## src/ccc_pkg.sv

```systemverilog
// constants, state encoding and timing counts for the charge cycle controller
// assumes a single 10 MHz system clock and digital comparator results as inputs
// What this block does
// precharge below low threshold, then fast charge
// precharge safety limit is quarter of fast
// constant-current loop charges at full fast current; with zone_limit set the code charges at zone_current instead
// current setting change suspends charging about 1 ms
// terminate when current falls to termination current
// after termination go high-impedance, open battery switch
// terminate only in CV, not during limiting loops
// no termination while battery is warm
// input voltage management off until host enables
// input threshold 4.2 to 4.9 V, 100 mV
// path management below battery plus 200 mV
// management active sets status, flags, blocks termination
// double timer extends safety timer while loops active
// enter supplement when rail below battery minus entry
// leave supplement when rail above battery plus exit
// supplement keeps over-current protection, blocks termination
// over-voltage opens input switch, 128 us pulse, flags
// over-voltage removal clears status, resumes automatically
// fault flag clears on read after condition ends
// over-voltage threshold is 5.5 V
// host sets rail at least 200 mV above regulation
// charge only with enable pin low and inhibit zero
// charge state encoded in readable status field
package ccc_pkg;
	localparam int CLK_HZ = 10_000_000;
	localparam int DEAD_TIME_US = 1000;
	localparam int DEAD_CYCLES = (DEAD_TIME_US * (CLK_HZ / 1_000_000) + 0);
	localparam int INT_PULSE_US = 128;
	localparam int INT_CYCLES = INT_PULSE_US * (CLK_HZ / 1_000_000);
	localparam int OVP_MV = 5500;
	localparam int POWER_PATH_MANAGEMENT_MARGIN_MV = 200;
	localparam int VIN_DPM_BASE_MV = 4200;
	localparam int VIN_DPM_STEP_MV = 100;
	localparam logic [2:0] VIN_DPM_MAX_CODE = 3'h7;
	localparam int MV_W = 13;
	localparam int CUR_W = 10;
	localparam int TMR_W = 24;
	localparam logic [TMR_W-1:0] SAFETY_LIMIT_RST = 24'h000fff;
	typedef enum logic [2:0] {
		CCC_IDLE,
		CCC_PRE,
		CCC_FAST_CC,
		CCC_FAST_CV,
		CCC_DONE,
		CCC_FAULT
	} ccc_state_t;
	localparam logic [2:0] ST_CODE_IDLE = 3'h0;
	localparam logic [2:0] ST_CODE_PRE = 3'h1;
	localparam logic [2:0] ST_CODE_CC = 3'h2;
	localparam logic [2:0] ST_CODE_CV = 3'h3;
	localparam logic [2:0] ST_CODE_DONE = 3'h4;
	localparam logic [2:0] ST_CODE_FAULT = 3'h5;
endpackage : ccc_pkg

```

## src/ccc_top.sv

```systemverilog
// charge cycle sequencer with dead time, termination gating, management and ovp
// assumes all inputs synchronous to clk_sys; voltages in mV, currents in raw codes
`timescale 1ns/10ps
module ccc_top #(
	parameter int DEAD_CYC = ccc_pkg::DEAD_CYCLES,
	parameter int CUR_W = ccc_pkg::CUR_W,
	parameter int TMR_W = ccc_pkg::TMR_W
) (
	// clock, reset, enable
	input wire logic clk_sys,
	input wire logic nrst,
	input wire logic clk_en,
	// analog measurements in mV and current codes
	input wire logic [12:0] vin_mv,
	input wire logic [12:0] vbat_mv,
	input wire logic [12:0] system_rail_mv,
	input wire logic [CUR_W-1:0] charge_current,
	input wire logic input_valid,
	input wire logic cv_loop_active,
	input wire logic thermal_reg_active,
	input wire logic battery_warm,
	input wire logic zone_change,
	// host configuration
	input wire logic charge_enable_n,
	input wire logic charge_inhibit,
	input wire logic [12:0] low_battery_threshold,
	input wire logic [12:0] battery_regulation_voltage,
	input wire logic [CUR_W-1:0] precharge_current,
	input wire logic [CUR_W-1:0] fast_charge_current,
	input wire logic [CUR_W-1:0] zone_current,
	input wire logic zone_limit,
	input wire logic [CUR_W-1:0] termination_current,
	input wire logic input_mgmt_enable,
	input wire logic [2:0] input_management_threshold,
	input wire logic rail_tracks_battery,
	input wire logic double_timer_option,
	input wire logic [TMR_W-1:0] safety_limit,
	input wire logic [12:0] supplement_entry_threshold,
	input wire logic [12:0] supplement_exit_threshold,
	input wire logic flag_read,
	// outputs
	output logic [CUR_W-1:0] charge_current_set,
	output logic charge_switch_on,
	output logic battery_switch_on,
	output logic input_switch_on,
	output logic high_z,
	output logic supplement_active,
	output logic ocp_enable,
	output logic input_mgmt_status,
	output logic input_mgmt_flag,
	output logic path_mgmt_status,
	output logic path_mgmt_flag,
	output logic ovp_status,
	output logic ovp_flag,
	output logic int_n,
	output logic safety_fault,
	output logic [2:0] charge_state
);
	ccc_pkg::ccc_state_t state_ff, nxt_state;
	logic [CUR_W-1:0] cur_ff, nxt_cur, target;
	logic [15:0] dead_ff;
	logic [TMR_W-1:0] tmr_ff;
	logic tmr_half_ff;
	logic [11:0] int_cnt_ff;
	logic ovp_now, en_chg, imgmt, pmgmt, term_ok, tmr_lim, ext;
	logic [12:0] dpm_mv;

	// over-voltage and enable combination
	assign ovp_now = vin_mv > 13'(ccc_pkg::OVP_MV);
	assign en_chg = !charge_enable_n && !charge_inhibit && input_valid && !ovp_now;
	// input management threshold 4.2 V + code * 100 mV, off until enabled
	assign dpm_mv = 13'(ccc_pkg::VIN_DPM_BASE_MV) +
		13'(input_management_threshold * ccc_pkg::VIN_DPM_STEP_MV);
	assign imgmt = input_mgmt_enable && (vin_mv <= dpm_mv);
	// path management below battery + 200 mV unless rail tracks battery
	assign pmgmt = !rail_tracks_battery &&
		(14'(system_rail_mv) < 14'(vbat_mv) + 14'(ccc_pkg::POWER_PATH_MANAGEMENT_MARGIN_MV));
	// termination qualification
	assign term_ok = (state_ff == ccc_pkg::CCC_FAST_CV) && cv_loop_active && !imgmt && !pmgmt
		&& !thermal_reg_active && !battery_warm && !supplement_active
		&& (charge_current <= termination_current) && (dead_ff == 16'h0000);
	// precharge limit is a quarter of fast limit
	assign tmr_lim = (tmr_ff >= ((state_ff == ccc_pkg::CCC_PRE) ? (safety_limit >> 2) : safety_limit));
	assign ext = double_timer_option && (imgmt || pmgmt);

	// target current per phase
	always_comb begin
		target = fast_charge_current;
		if (state_ff == ccc_pkg::CCC_PRE) begin
			target = precharge_current;
		end else if (zone_limit) begin
			target = zone_current;
		end
	end

	// charge state transitions
	always_comb begin
		nxt_state = state_ff;
		case (state_ff)
			ccc_pkg::CCC_IDLE: if (en_chg) nxt_state = (vbat_mv < low_battery_threshold) ?
				ccc_pkg::CCC_PRE : ccc_pkg::CCC_FAST_CC;
			ccc_pkg::CCC_PRE: if (vbat_mv >= low_battery_threshold) nxt_state = ccc_pkg::CCC_FAST_CC;
			ccc_pkg::CCC_FAST_CC: if (cv_loop_active) nxt_state = ccc_pkg::CCC_FAST_CV;
			ccc_pkg::CCC_FAST_CV: begin
				if (term_ok) nxt_state = ccc_pkg::CCC_DONE;
				else if (!cv_loop_active) nxt_state = ccc_pkg::CCC_FAST_CC;
			end
			ccc_pkg::CCC_DONE: ;
			ccc_pkg::CCC_FAULT: ;
			default: nxt_state = ccc_pkg::CCC_IDLE;
		endcase
		if ((state_ff == ccc_pkg::CCC_PRE || state_ff == ccc_pkg::CCC_FAST_CC ||
			state_ff == ccc_pkg::CCC_FAST_CV) && tmr_lim) nxt_state = ccc_pkg::CCC_FAULT;
		if (!en_chg) nxt_state = ccc_pkg::CCC_IDLE;
	end

	// state register
	always_ff @(posedge clk_sys) begin
		if (!nrst) begin
			state_ff <= ccc_pkg::CCC_IDLE;
		end else if (clk_en) begin
			state_ff <= nxt_state;
		end
	end

	// dead time on any change of current setting
	assign nxt_cur = target;
	always_ff @(posedge clk_sys) begin
		if (!nrst) begin
			cur_ff <= '0;
			dead_ff <= 16'h0000;
		end else if (clk_en) begin
			if (target != cur_ff && dead_ff == 16'h0000) begin
				dead_ff <= 16'(DEAD_CYC);
			end else if (dead_ff == 16'h0001) begin
				dead_ff <= 16'h0000;
				cur_ff <= nxt_cur;
			end else if (dead_ff != 16'h0000) begin
				dead_ff <= dead_ff - 16'h0001;
			end
		end
	end

	// safety timer, half speed when extended
	always_ff @(posedge clk_sys) begin
		if (!nrst) begin
			tmr_ff <= '0;
			tmr_half_ff <= 1'b0;
			safety_fault <= 1'b0;
		end else if (clk_en) begin
			tmr_half_ff <= !tmr_half_ff;
			if (!en_chg) begin
				tmr_ff <= '0;
				safety_fault <= 1'b0;
			end else if (state_ff == ccc_pkg::CCC_FAULT) begin
				safety_fault <= 1'b1;
			end else if (state_ff != ccc_pkg::CCC_DONE && (!ext || tmr_half_ff)) begin
				tmr_ff <= tmr_ff + 1'b1;
			end
		end
	end

	// supplement mode with hysteresis
	always_ff @(posedge clk_sys) begin
		if (!nrst) begin
			supplement_active <= 1'b0;
		end else if (clk_en) begin
			if (14'(system_rail_mv) + 14'(supplement_entry_threshold) < 14'(vbat_mv)) begin
				supplement_active <= 1'b1;
			end else if (14'(system_rail_mv) > 14'(vbat_mv) + 14'(supplement_exit_threshold)) begin
				supplement_active <= 1'b0;
			end
		end
	end

	// switch and status outputs
	always_ff @(posedge clk_sys) begin
		if (!nrst) begin
			charge_current_set <= '0;
			charge_switch_on <= 1'b0;
			battery_switch_on <= 1'b1;
			input_switch_on <= 1'b0;
			high_z <= 1'b0;
			ocp_enable <= 1'b1;
			input_mgmt_status <= 1'b0;
			path_mgmt_status <= 1'b0;
			ovp_status <= 1'b0;
			charge_state <= ccc_pkg::ST_CODE_IDLE;
		end else if (clk_en) begin
			charge_current_set <= cur_ff;
			// a pending change keeps the switch open, or the old current leaks for a cycle
			charge_switch_on <= en_chg && dead_ff == 16'h0000 && target == cur_ff &&
				(state_ff == ccc_pkg::CCC_PRE || state_ff == ccc_pkg::CCC_FAST_CC ||
				state_ff == ccc_pkg::CCC_FAST_CV);
			battery_switch_on <= state_ff != ccc_pkg::CCC_DONE;
			high_z <= state_ff == ccc_pkg::CCC_DONE;
			input_switch_on <= input_valid && !ovp_now;
			ocp_enable <= 1'b1;
			input_mgmt_status <= imgmt;
			path_mgmt_status <= pmgmt;
			ovp_status <= ovp_now;
			case (state_ff)
				ccc_pkg::CCC_PRE: charge_state <= ccc_pkg::ST_CODE_PRE;
				ccc_pkg::CCC_FAST_CC: charge_state <= ccc_pkg::ST_CODE_CC;
				ccc_pkg::CCC_FAST_CV: charge_state <= ccc_pkg::ST_CODE_CV;
				ccc_pkg::CCC_DONE: charge_state <= ccc_pkg::ST_CODE_DONE;
				ccc_pkg::CCC_FAULT: charge_state <= ccc_pkg::ST_CODE_FAULT;
				default: charge_state <= ccc_pkg::ST_CODE_IDLE;
			endcase
		end
	end

	// sticky flags; set wins over read, ovp flag clears only once condition gone
	always_ff @(posedge clk_sys) begin
		if (!nrst) begin
			input_mgmt_flag <= 1'b0;
			path_mgmt_flag <= 1'b0;
			ovp_flag <= 1'b0;
		end else if (clk_en) begin
			input_mgmt_flag <= imgmt || (input_mgmt_flag && !flag_read);
			path_mgmt_flag <= pmgmt || (path_mgmt_flag && !flag_read);
			ovp_flag <= ovp_now || (ovp_flag && !flag_read);
		end
	end

	// single 128 us interrupt pulse on ovp rising
	always_ff @(posedge clk_sys) begin
		if (!nrst) begin
			int_cnt_ff <= 12'h000;
			int_n <= 1'b1;
		end else if (clk_en) begin
			if (ovp_now && !ovp_status && int_cnt_ff == 12'h000) begin
				int_cnt_ff <= 12'(ccc_pkg::INT_CYCLES);
				int_n <= 1'b0;
			end else if (int_cnt_ff > 12'h001) begin
				int_cnt_ff <= int_cnt_ff - 12'h001;
			end else begin
				int_cnt_ff <= 12'h000;
				int_n <= 1'b1;
			end
		end
	end

	// ovp flag survives a read while the fault persists
	ovp_hold_a: assert property (@(posedge clk_sys) disable iff (!nrst)
		(clk_en && ovp_now) |=> ovp_flag)
		else $error("ovp flag not held");
	// interrupt stays low at least 8 cycles after it falls
	int_pulse_a: assert property (@(posedge clk_sys) disable iff (!nrst)
		$fell(int_n) |-> !int_n [*8])
		else $error("interrupt pulse too short");
	// no termination under loops
	term_gate_a: assert property (@(posedge clk_sys) disable iff (!nrst)
		(clk_en && state_ff == ccc_pkg::CCC_FAST_CV && (imgmt || pmgmt || thermal_reg_active))
		|=> state_ff != ccc_pkg::CCC_DONE)
		else $error("termination during limiting loop");
	// warm battery blocks termination
	warm_gate_a: assert property (@(posedge clk_sys) disable iff (!nrst)
		(clk_en && battery_warm && state_ff != ccc_pkg::CCC_DONE) |=> state_ff != ccc_pkg::CCC_DONE)
		else $error("termination while warm");
	// enable combination
	enable_combo_a: assert property (@(posedge clk_sys) disable iff (!nrst)
		(clk_en && (charge_enable_n || charge_inhibit)) |=> !charge_switch_on)
		else $error("charging with enable off");
	// done means high impedance and battery switch open
	done_hiz_a: assert property (@(posedge clk_sys) disable iff (!nrst)
		(clk_en && state_ff == ccc_pkg::CCC_DONE) |=> (high_z && !battery_switch_on))
		else $error("done without high impedance");
	// current change holds charging off
	dead_time_a: assert property (@(posedge clk_sys) disable iff (!nrst)
		(clk_en && (dead_ff != 16'h0000 || target != cur_ff)) |=> !charge_switch_on)
		else $error("charging during dead time");
	// ovp status follows condition
	ovp_status_a: assert property (@(posedge clk_sys) disable iff (!nrst)
		clk_en |=> (ovp_status == $past(ovp_now) && !(ovp_status && input_switch_on)))
		else $error("ovp status mismatch");
	// management off after reset until enabled
	mgmt_off_a: assert property (@(posedge clk_sys) disable iff (!nrst)
		(clk_en && !input_mgmt_enable) |=> !input_mgmt_status)
		else $error("input management without enable");
	// precharge applies the precharge current once settled
	pre_current_a: assert property (@(posedge clk_sys) disable iff (!nrst)
		(clk_en && state_ff == ccc_pkg::CCC_PRE && dead_ff == 16'h0000 && cur_ff == target)
		|=> charge_current_set == $past(precharge_current))
		else $error("precharge current not applied");
	// precharge faults at a quarter of the limit
	pre_limit_a: assert property (@(posedge clk_sys) disable iff (!nrst)
		(clk_en && en_chg && state_ff == ccc_pkg::CCC_PRE && tmr_ff >= (safety_limit >> 2))
		|=> state_ff == ccc_pkg::CCC_FAULT)
		else $error("precharge limit not applied");
	// path management raises status and flag
	path_flag_a: assert property (@(posedge clk_sys) disable iff (!nrst)
		(clk_en && pmgmt) |=> (path_mgmt_status && path_mgmt_flag))
		else $error("path management not reported");
	// rail far below battery enters supplement
	supp_entry_a: assert property (@(posedge clk_sys) disable iff (!nrst)
		(clk_en && 14'(system_rail_mv) + 14'(supplement_entry_threshold) < 14'(vbat_mv))
		|=> supplement_active)
		else $error("supplement not entered");
	// rail well above battery leaves supplement
	supp_exit_a: assert property (@(posedge clk_sys) disable iff (!nrst)
		(clk_en && 14'(system_rail_mv) > 14'(vbat_mv) + 14'(supplement_exit_threshold))
		|=> !supplement_active)
		else $error("supplement not left");
endmodule : ccc_top

```

## config.mk

```make
export PLATFORM = sky130hd
export DESIGN_NAME = ccc_top
export DESIGN_NICKNAME = d
export VERILOG_FILES = /design/src/ccc_pkg.sv /design/src/ccc_top.sv
export SDC_FILE = /design/constraint.sdc
export NUM_CORES = 1
export LEC_CHECK = 0
export BUFFER_PORTS_ARGS = -buffer_cell sky130_fd_sc_hd__buf_2
export CAP_MARGIN = 20
export CORE_UTILIZATION = 56
export CTS_CLUSTER_SIZE = 12
export DETAILED_ROUTE_END_ITERATION = 10
export PLACE_DENSITY_LB_ADDON = 0.12
export SLEW_MARGIN = 20
export SYNTH_ARGS = -nofsm -noshare
export SYNTH_HDL_FRONTEND = slang
export SYNTH_SLANG_ARGS = --single-unit
export TNS_END_PERCENT = 5
```

## constraint.sdc

```tcl
create_clock -name clk_sys -period 5.4 [get_ports clk_sys]
set_input_delay 0.54 -clock clk_sys [delete_from_list [all_inputs] [get_ports clk_sys]]
set_output_delay 0.54 -clock clk_sys [all_outputs]
set_load 0.05 [all_outputs]
```

==> out/metrics.csv, run 1 <==
stage,metric,value,unit
drt,drt_iter0_drc,466,
critical_path,cp-start-kind,input port,
sta,max_freq,233,MHz
clocking,cts_tree,yes,
clocking,cts_setup_buffers,0,
cells_and_area,syn_to_final_growth,16.1,%
critical_path,cp_cell_sequence,buf_2 > inv_1 > ha_1 > inv_1 > ha_1 > ha_1 > nand2_1 > or3b_2 > ha_1 > nand4b_1 > nor4_1 > nand3b_1 > o311a_1 > o221a_2 > nor3_1 > mux2_2,
floorplanning,core,15300,sq um
critical_path,r2r-end,cur_ff[0],
floorplanning,row_count,45,
floorplanning,die_h,127,um
critical_path,worstSetupPathType,in2reg,
critical_path,ff2ff_setup_slack,1330,ps
yosys,synth_simple_gate_area_share,22.0,%
clocking,root_buffer,clkbuf_16,
clocking,cts-buffers-inserted,9,
yosys,synthDistinctLibCells,75,
drt,dr.pass1.iters,4,
drt,vias,8362,
drt,drt-vias-per-instance,5.72,
yosys,ys_ff_latch,92,
critical_path,cp.depth,16,
yosys,synthMuxAreaShare,8.21,%
sta,tightest_slew,1090,ps
sta,report.final.slew_viol_count,0,
pwr,p_per_area,282,nW/um^2
sta,hold_viol_final,0,
drt,wl_per_cell,15.2,um
flow_run,maxCapViolCount,0,
sta,fin_setup_tns,0,ps
worst_hold_path,min_path_cells,2,
yosys,synth_compound_area_share,17.9,%
global_routing,grt-ovfl-total,0,
worst_hold_path,worstHoldPathType,reg2reg,
yosys,synth_fp_nets,1390,
clocking,h-tree-depth,3,
critical_path,critPathBufInv,3,
yosys,synth_top_family_by_area,simple AND/OR/NAND/NOR gates,
critical_path,critPathTopFamily,simple AND/OR/NAND/NOR gates,
drt,ant_nets,0,
placement,dp.cells,1445,
sta,rsz0062_at_grt,no,
clocking,cts_hold_buf,0,
sta,fin_crit,4290,ps
clocking,clk_pin_slew_worst_paths,70,ps
global_routing,grt_usage,27.7,%
yosys,synth_edf_count,0,
yosys,postSynthCellCount,1072,
clocking,clkLatencyLatePin,360,ps
clocking,cts.path.max_buffers,2,
floorplanning,initial_core_util,57.4,%
yosys,synth_adder_area_share,19.5,%
cells_and_area,design_area,10200,sq um
yosys,synthXorXnorAreaFrac,5.90,%
drt,wirelength,22.2,mm
pwr,leakagePower,0.00491,uW
cells_and_area,layout.nets,1563,
sta,slew-limit-headroom,27.4,%
sta,hold_ws,461,ps
worst_hold_path,min_from,ovp_flag,
yosys,avgSynthCellArea,8.17,sq um
critical_path,critPathMaxStageDelay,650,ps
critical_path,worstPathArrival,4540,ps
global_routing,grt_max_degree,38,
clocking,clock-sinks,92,
placement,place_congestion,0.845,
cells_and_area,drive_above_1_share,20.4,%
cells_and_area,nFillCells,1366,
critical_path,timing.rr.start,state_ff[2],
yosys,async_reset_ff_share,0,%
sta,clock_skew,12.0,ps
clocking,cts_resized,0,
worst_hold_path,min_to,ovp_flag,
global_routing,grt_pass1_wl,36.2,mm
critical_path,crit_start,input_management_threshold[1],
pwr,vdd_drop_max,298,uV
sta,fin_ws,1110,ps
yosys,seq_area_frac_synth,21.0,%
critical_path,end_kind,flop,
placement,dp_slack,748,ps
status,status,completed,
global_routing,grt_pass1_vias,7830,
placement,placed_area,9860,sq um
yosys,yosys_warnings,0,
critical_path,critical_path.slowest_cell,o221a_2,
yosys,syn-cell-area,8760,sq um
critical_path,crit_path_max_fanout,34,
floorplanning,design.portCount,210,
critical_path,critPathRequiredTime,5650,ps
sta,setup_viol,0,
floorplanning,die_x,127,um
cells_and_area,fin_cells,1462,
placement,io_buffer_count,194,
critical_path,cpMostUsedCell,ha_1,
sta,post-route-period-util,79.5,%
drt,drc,0,
yosys,yosys_most_used_dff,dfxtp_1,
global_routing,antenna_found_initial,1,
critical_path,r2r.worst_path.cells,9,
floorplanning,die_area,16100,sq um
placement,dp_hpwl,17.5,mm
## worst register-to-register path, delay by kind of cell, from the launching register on
kind            cells  cell delay, ps
flops               1             750
buf+inv             1             390
simple gates        5            2230
mux                 1             260
compound gates      2             390
## final cells by class
cell class	count	area [sq um]	share of cell area (%)
diodes	1	2.50	0.0246
clock buffers	10	229	2.25
clock inverters	6	78.8	0.775
inverters	79	297	2.92
multi-input cells	862	6430	63.3
flip-flops and latches	92	1840	18.1
well taps	211	264	2.60
repair buffers	201	1020	10.1
## power breakdown
| group | switching (uW) | total, uW | internal (uW) |
|---|---|---|---|
| registers | 105 | 896 | 790 |
| clock network | 299 | 668 | 369 |
| logic | 720 | 1300 | 582 |
| total | 1120 | 2870 | 1740 |
## Yosys cell counts (5+ instances only)
library cell  instances  share of area, %
a21oi_1              73               4.2
nor2b_1              12              0.86
buf_1                 7              0.30
a211oi_1             15               1.3
o41ai_1               7              0.70
a21o_1               20               1.7
buf_2                 8              0.46
ha_1                133                19
or4_1                13               1.1
nor2_1               87               3.7
nand3_1              29               1.7
nand2_1              76               3.3
nand2b_1             17               1.2
dfxtp_1              92                21
nor4b_1               5              0.50
a211o_1               6              0.60
mux2i_1              55               6.3
xnor2_1              35               3.5
and3_1               11              0.79
nor4_1               14               1.0
nor3_1               22               1.3
o211ai_1             10              0.86
or2_2                 6              0.43
nand4_1              25               1.8
clkbuf_1             19              0.81
mux2_2               11               1.4
or3_1                 8              0.57
o21a_1                7              0.60
o31ai_1              15               1.3
o21ai_0              38               2.2
and2_1               10              0.71
xor2_1               24               2.4
inv_1                78               3.3
## metrics by stage
stage                     utilization, %  total power, uW
final                               66.6             2870
after global routing                66.6             3090
after CTS                           66.6             2870
after detailed placement            64.6             2200
after global placement              64.6             2170
after floorplan                        -             1900
## registers in the layout (all words and copies together), names as in the netlist, 3 cells and up
| name | count |
|---|---|
| dead_ff | 16 |
| charge_state | 3 |
| cur_ff | 10 |
| state_ff | 3 |
| int_cnt_ff | 12 |
| tmr_ff | 24 |
| charge_current_set | 10 |
## layer usage
layer	GRT usage [%]	share of wire, %
met1	35.6	47
met2	48.4	47
met3	4.40	4.7
met4	6.79	1.6
met5	0	0
## placed cells by master (no fill, tap or decap), types with 5 or more instances in the layout
cell	n
clkbuf_16	9
nor3_1	22
xnor2_1	35
a21o_1	20
nand2b_1	17
buf_2	194
or4_1	13
o21a_1	7
nand2_1	76
or3_1	8
o31ai_1	15
a21oi_1	73
nor4b_1	5
o21ai_0	38
and2_1	10
inv_1	78
dfxtp_1	92
ha_1	133
xor2_1	24
nand3_1	29
a211o_1	6
nand4_1	25
or2_2	6
a211oi_1	15
nor2_1	87
buf_4	7
and3_1	11
nor4_1	14
nor2b_1	12
mux2i_1	55
o41ai_1	7
mux2_2	11
o211ai_1	10
## how the worst max path moves through the flow
stage | endpoint | slack [ps]
3_3_place_gp | tmr_ff[20] | 870
3_5_place_dp | tmr_ff[20] | 750
2_1_floorplan | supplement_active | 1380
6_report | tmr_ff[20] | 1110
4_1_cts | tmr_ff[20] | 1130
5_1_grt | tmr_ff[20] | 820
## cells by family after synthesis
| kind of cell | count (synthesis) |
|---|---|
| simple gates | 364 |
| compound gates | 235 |
| fa+ha+maj | 135 |
| buf+inv | 118 |
| flops | 92 |
| mux | 68 |
| xor+xnor | 59 |
| other cells | 1 |
No activity file was read; power rests on OpenSTA's default activity.
==> inputs of run 2 (changes only) <==
==> constraint.sdc (replaced) <==
create_clock -name clk_sys -period 4.22 [get_ports clk_sys]
set_input_delay 0.422 -clock clk_sys [delete_from_list [all_inputs] [get_ports clk_sys]]
set_output_delay 0.422 -clock clk_sys [all_outputs]
set_load 0.05 [all_outputs]
==> out/metrics.csv, run 2 (same netlist as run 1, synthesis figures left out) <==
stage,metric,value,unit,change
critical_path,critPathRequiredTime,4510,ps,-1140 ps
cells_and_area,nFillCells,1373,,+0.51%
critical_path,ff2ff_setup_slack,710,ps,-620 ps
clocking,cts.path.max_buffers,2,,unchanged
critical_path,worstSetupPathType,in2reg,,
clocking,cts-buffers-inserted,9,,unchanged
drt,vias,8448,,+1.0%
worst_hold_path,min_path_cells,4,,+2
critical_path,r2r-end,state_ff[1],,
clocking,clkLatencyLatePin,350,ps,about the same
global_routing,grt_pass1_vias,7899,,+0.88%
critical_path,worstPathArrival,4230,ps,-310 ps
critical_path,end_kind,flop,,
clocking,clock-sinks,92,,unchanged
cells_and_area,drive_above_1_share,21.4,%,+0.98 points
drt,wirelength,22.3,mm,+0.42%
critical_path,r2r.worst_path.cells,11,,+2
sta,post-route-period-util,93.5,%,
clocking,cts_tree,yes,,
global_routing,grt_usage,27.7,%,+0.042 points
sta,slew-limit-headroom,41.1,%,+14 points
critical_path,crit_path_max_fanout,2,,-94%
floorplanning,initial_core_util,57.4,%,unchanged
critical_path,endpoint,supplement_active,,
cells_and_area,biggestRegsByFlops,"tmr_ff x24, dead_ff x16, int_cnt_ff x12",,
cells_and_area,final_cell_mix,"buf_2, ha_1, dfxtp_1",,
critical_path,cp-start-kind,input port,,
sta,rsz0062_at_grt,no,,
drt,drt_iter0_drc,411,,-12%
global_routing,antenna_found_initial,2,,+1
placement,place_congestion,0.890,,+5.4%
critical_path,cp_cell_sequence,buf_2 > ha_1 > fa_1 > a21o_1 > a21oi_1 > nor2b_1 > o211ai_1 > a21oi_1 > nand2b_1 > o21ba_2 > xor2_1 > ha_1 > or4_1 > a221oi_2 > nand2_1 > o21ai_1 > or3b_2 > nand3_1,,
cells_and_area,final_common_cell,buf_2,,
drt,drt-vias-per-instance,5.72,,about the same
sta,tightest_slew,880,ps,-207 ps
pwr,power,3660,uW,+28%
global_routing,grt_max_degree,38,,unchanged
drt,wl_per_cell,15.1,um,-0.53%
sta,hold_viol_final,0,,unchanged
global_routing,grt-ovfl-total,0,,unchanged
floorplanning,core,15300,sq um,unchanged
clocking,h-tree-depth,3,,unchanged
placement,io_buffer_count,194,,unchanged
sta,clock_skew,11.9,ps,-0.165 ps
floorplanning,die_area,16100,sq um,unchanged
floorplanning,design.portCount,210,,unchanged
critical_path,critPathMaxStageDelay,480,ps,-170 ps
pwr,p_per_area,356,nW/um^2,+26%
floorplanning,die_h,127,um,unchanged
sta,fin_setup_tns,0,ps,unchanged
critical_path,crit_start,system_rail_mv[0],,
cells_and_area,regMostFlops,tmr_ff,,
cells_and_area,final_util,67.4,%,+0.77 points
drt,dr.pass1.iters,5,,+1
status,status,completed,,
critical_path,critical_path.slowest_cell,or4_1,,
sta,max_freq,253,MHz,
placement,dp_hpwl,17.9,mm,+2.4%
sta,report.final.slew_viol_count,0,,unchanged
sta,setup_viol,0,,unchanged
clocking,root_buffer,clkbuf_16,,
floorplanning,die_x,127,um,unchanged
worst_hold_path,worstHoldPathType,in2reg,,
critical_path,timing.rr.start,state_ff[1],,
cells_and_area,layout.nets,1577,,+0.90%
drt,ant_nets,0,,unchanged
pwr,vdd_drop_max,352,uV,+18%
drt,drc,0,,unchanged
cells_and_area,syn_to_final_growth,17.4,%,
floorplanning,row_count,45,,unchanged
sta,fin_crit,3950,ps,
pwr,leakagePower,0.00497,uW,+1.4%
clocking,cts_setup_buffers,0,,unchanged
global_routing,grt_pass1_wl,36.5,mm,+0.76%
cells_and_area,largest_register_ffs,24,,unchanged
flow_run,maxCapViolCount,0,,unchanged
clocking,clk_pin_slew_worst_paths,70,ps,about the same
run 2: power by group:
part           switching, uW  internal [uW]  total (uW)
combinational            937            755        1690
sequential               133           1010        1140
clock                    360            463         824
total                   1430           2230        3660
run 2: metrics by stage:
stage | cell area (sq um) | worst slack, ps | cells | hold WS (ps)
after global placement | 9970 | -59.7 | 1459 | 449
after global routing | 10300 | 31.0 | 1476 | 426
after floorplan | 8760 | 317 | 1072 | 450
after detailed placement | 9970 | -140 | 1459 | 451
after CTS | 10300 | 194 | 1474 | 386
final | 10300 | 275 | 1476 | 393
run 2: layout make-up:
class,instances,area [sq um],area share [%]
Multi-Input combinational cell,862,6440,62.6
Tap cell,211,264,2.57
Clock buffer,9,225,2.19
Sequential cell,92,1840,17.9
Antenna cell,2,5.00,0.0487
Inverter,79,297,2.88
Timing Repair Buffer,215,1140,11.1
Clock inverter,6,73.8,0.718
run 2: critical path, delay by kind of cell:
kind | cells | cell delay (ps)
compound gates | 7 | 1340
xor+xnor | 1 | 140
fa+ha+maj | 3 | 810
buf+inv | 1 | 110
simple gates | 6 | 1400
run 2: worst min path at each step:
| stage | slack (ps) | startpoint | to |
|---|---|---|---|
| 4_1_cts | 390 | flag_read | path_mgmt_flag |
| 3_5_place_dp | 450 | path_mgmt_flag | path_mgmt_flag |
| 6_report | 390 | flag_read | path_mgmt_flag |
| 3_3_place_gp | 450 | charge_switch_on | charge_switch_on |
| 2_1_floorplan | 450 | tmr_ff[23] | tmr_ff[23] |
| 5_1_grt | 430 | flag_read | path_mgmt_flag |
run 2: what timing repair did:
item / in CTS / in global routing
hold endpoints to repair: 0 / 0
hold buffers: 0 / 0
endpoints found under the setup margin: 0 / 1
resized for setup: 0 / 2
run 2: per-layer routing:
layer | vias to the layer above | wire length (um) | global-route usage (%)
li1 | 4303 | - | -
met2 | 253 | 10600 | 48.3
met4 | 0 | 471 | 9.17
met5 | - | 0 | 0
met3 | 30 | 1200 | 3.94
met1 | 3862 | 10100 | 35.2
==> inputs of run 3 (changes only) <==
==> constraint.sdc (replaced) <==
create_clock -name clk_sys -period 4.2 [get_ports clk_sys]
set_input_delay 0.42 -clock clk_sys [delete_from_list [all_inputs] [get_ports clk_sys]]
set_output_delay 0.42 -clock clk_sys [all_outputs]
set_load 0.05 [all_outputs]
==> out/metrics.csv, run 3 (same netlist as run 1, synthesis figures left out) <==
stage,metric,value,unit,change
sta,fin_ws,256,ps,-19.3 ps
floorplanning,die_x,127,um,unchanged
pwr,p_per_area,360,nW/um^2,+1.1%
drt,ant_nets,0,,unchanged
sta,setup_viol,0,,unchanged
sta,rsz0062_at_grt,no,,
cells_and_area,drive_above_1_share,21.4,%,about the same
floorplanning,die_h,127,um,unchanged
clocking,clkLatencyLatePin,350,ps,about the same
global_routing,grt_pass1_vias,7860,,-0.49%
global_routing,grt-ovfl-total,0,,unchanged
clocking,cts-buffers-inserted,9,,unchanged
clocking,h-tree-depth,3,,unchanged
clocking,cts_hold_buf,0,,unchanged
cells_and_area,biggestRegsByFlops,"tmr_ff x24, dead_ff x16, int_cnt_ff x12",,
sta,hold_viol_final,0,,unchanged
sta,report.final.slew_viol_count,0,,unchanged
clocking,clock-sinks,92,,unchanged
global_routing,grt_pass1_wl,35.8,mm,-1.9%
drt,dr.pass1.iters,5,,unchanged
drt,wl_per_cell,14.9,um,-1.6%
floorplanning,die_area,16100,sq um,unchanged
critical_path,critPathRequiredTime,4500,ps,about the same
cells_and_area,final_util,67.4,%,about the same
clocking,clk_pin_slew_worst_paths,70,ps,about the same
sta,fin_crit,3940,ps,
global_routing,antenna_found_initial,1,,-1
drt,drt-vias-per-instance,5.73,,about the same
placement,dp_hpwl,17.7,mm,-1.3%
sta,slew-limit-headroom,44.1,%,+3.1 points
critical_path,ff2ff_setup_slack,630,ps,-80 ps
critical_path,cp-start-kind,input port,,
floorplanning,core,15300,sq um,unchanged
placement,placed_area,9970,sq um,unchanged
flow_run,maxCapViolCount,0,,unchanged
floorplanning,design.portCount,210,,unchanged
sta,tightest_slew,835,ps,-45.7 ps
critical_path,worstPathArrival,4240,ps,about the same
critical_path,crit_path_max_fanout,2,,unchanged
cells_and_area,regMostFlops,tmr_ff,,
drt,vias,8452,,+0.047%
sta,post-route-period-util,93.9,%,
global_routing,grt_max_degree,38,,unchanged
clocking,root_buffer,clkbuf_16,,
global_routing,grt_usage,27.2,%,-0.50 points
pwr,power,3700,uW,+1.2%
cells_and_area,nFillCells,1322,,-3.7%
sta,clock_skew,9.19,ps,-2.66 ps
drt,wirelength,22.0,mm,-1.6%
placement,dp_slack,-142,ps,-1.83 ps
placement,dp.cells,1459,,unchanged
floorplanning,initial_core_util,57.4,%,unchanged
clocking,cts.path.max_buffers,2,,unchanged
cells_and_area,fin_cells,1476,,unchanged
sta,max_freq,254,MHz,
worst_hold_path,worstHoldPathType,in2reg,,
drt,drc,0,,unchanged
cells_and_area,final_common_cell,buf_2,,
floorplanning,row_count,45,,unchanged
critical_path,end_kind,flop,,
placement,io_buffer_count,194,,unchanged
pwr,vdd_drop_max,391,uV,+11%
cells_and_area,final_cell_mix,"buf_2, ha_1, dfxtp_1",,
critical_path,worstSetupPathType,in2reg,,
pwr,leakagePower,0.00498,uW,+0.24%
clocking,cts_tree,yes,,
status,status,completed,,
drt,drt_iter0_drc,474,,+15%
cells_and_area,design_area,10300,sq um,about the same
placement,place_congestion,0.887,,-0.36%
cells_and_area,syn_to_final_growth,17.5,%,about the same
cells_and_area,layout.nets,1577,,unchanged
cells_and_area,largest_register_ffs,24,,unchanged
## run 3: cell count changes in the layout (fill, tap and decap cells not counted), sizes merged
cell,before,now
clkinvlp,2,0
inv,80,83
diode,2,1
## run 3: worst max-delay path, cell delays in order
cell	delay, ps
buf_2	110
ha_1	220
fa_1	410
a21o_1	170
a21oi_1	210
nor2b_1	90
o211ai_1	220
a21oi_1	90
nand2b_1	180
o21ba_2	230
xor2_1	150
ha_1	180
or4_1	480
a221oi_1	290
nand2_1	90
o21ai_1	170
or3b_2	470
nand3_1	90
## run 3: layout make-up
type | instances | area, sq um | area share (%)
well taps | 211 | 264 | 2.57
inverters | 79 | 297 | 2.88
multi-input cells | 862 | 6430 | 62.5
diodes | 1 | 2.50 | 0.0243
flip-flops and latches | 92 | 1840 | 17.9
clock buffers | 9 | 225 | 2.19
clock inverters | 7 | 87.6 | 0.851
repair buffers | 215 | 1140 | 11.1
## run 3: path summary, 6_finish.rpt
path,startpoint,to,depth (start not counted)
worst min register to register,ovp_flag,ovp_flag,2
worst min-delay path,flag_read,path_mgmt_flag,4
worst max-delay path,system_rail_mv[0],supplement_active,18
worst max register to register,state_ff[1],state_ff[0],10
## run 3: per-layer routing
layer / global-route usage, % / wire [um] / vias to the layer above
met1: 33.8 / 9940 / 3911
li1: - / - / 4298
met3: 4.36 / 1090 / 27
met2: 48.6 / 10600 / 216
met4: 7.56 / 355 / 0
met5: 0 / 0 / -
## run 3: power breakdown
part	internal (uW)	switching [uW]	total, uW
Combinational	758	934	1690
Clock	478	384	862
Sequential	1020	134	1150
## run 3: metrics by stage
step | hold WS (ps) | setup TNS, ps
2_1_floorplan | 450 | 0
3_3_place_gp | 448 | -76.2
3_5_place_dp | 449 | -180
4_1_cts | 384 | 0
5_1_grt | 395 | 0
6_report | 392 | 0
## run 3: timing repair
action                     4_1_cts  5_1_grt
setup buffers                    0        0
setup endpoints to repair        0        1
gates resized for setup          0        1
hold endpoints to repair         0        0
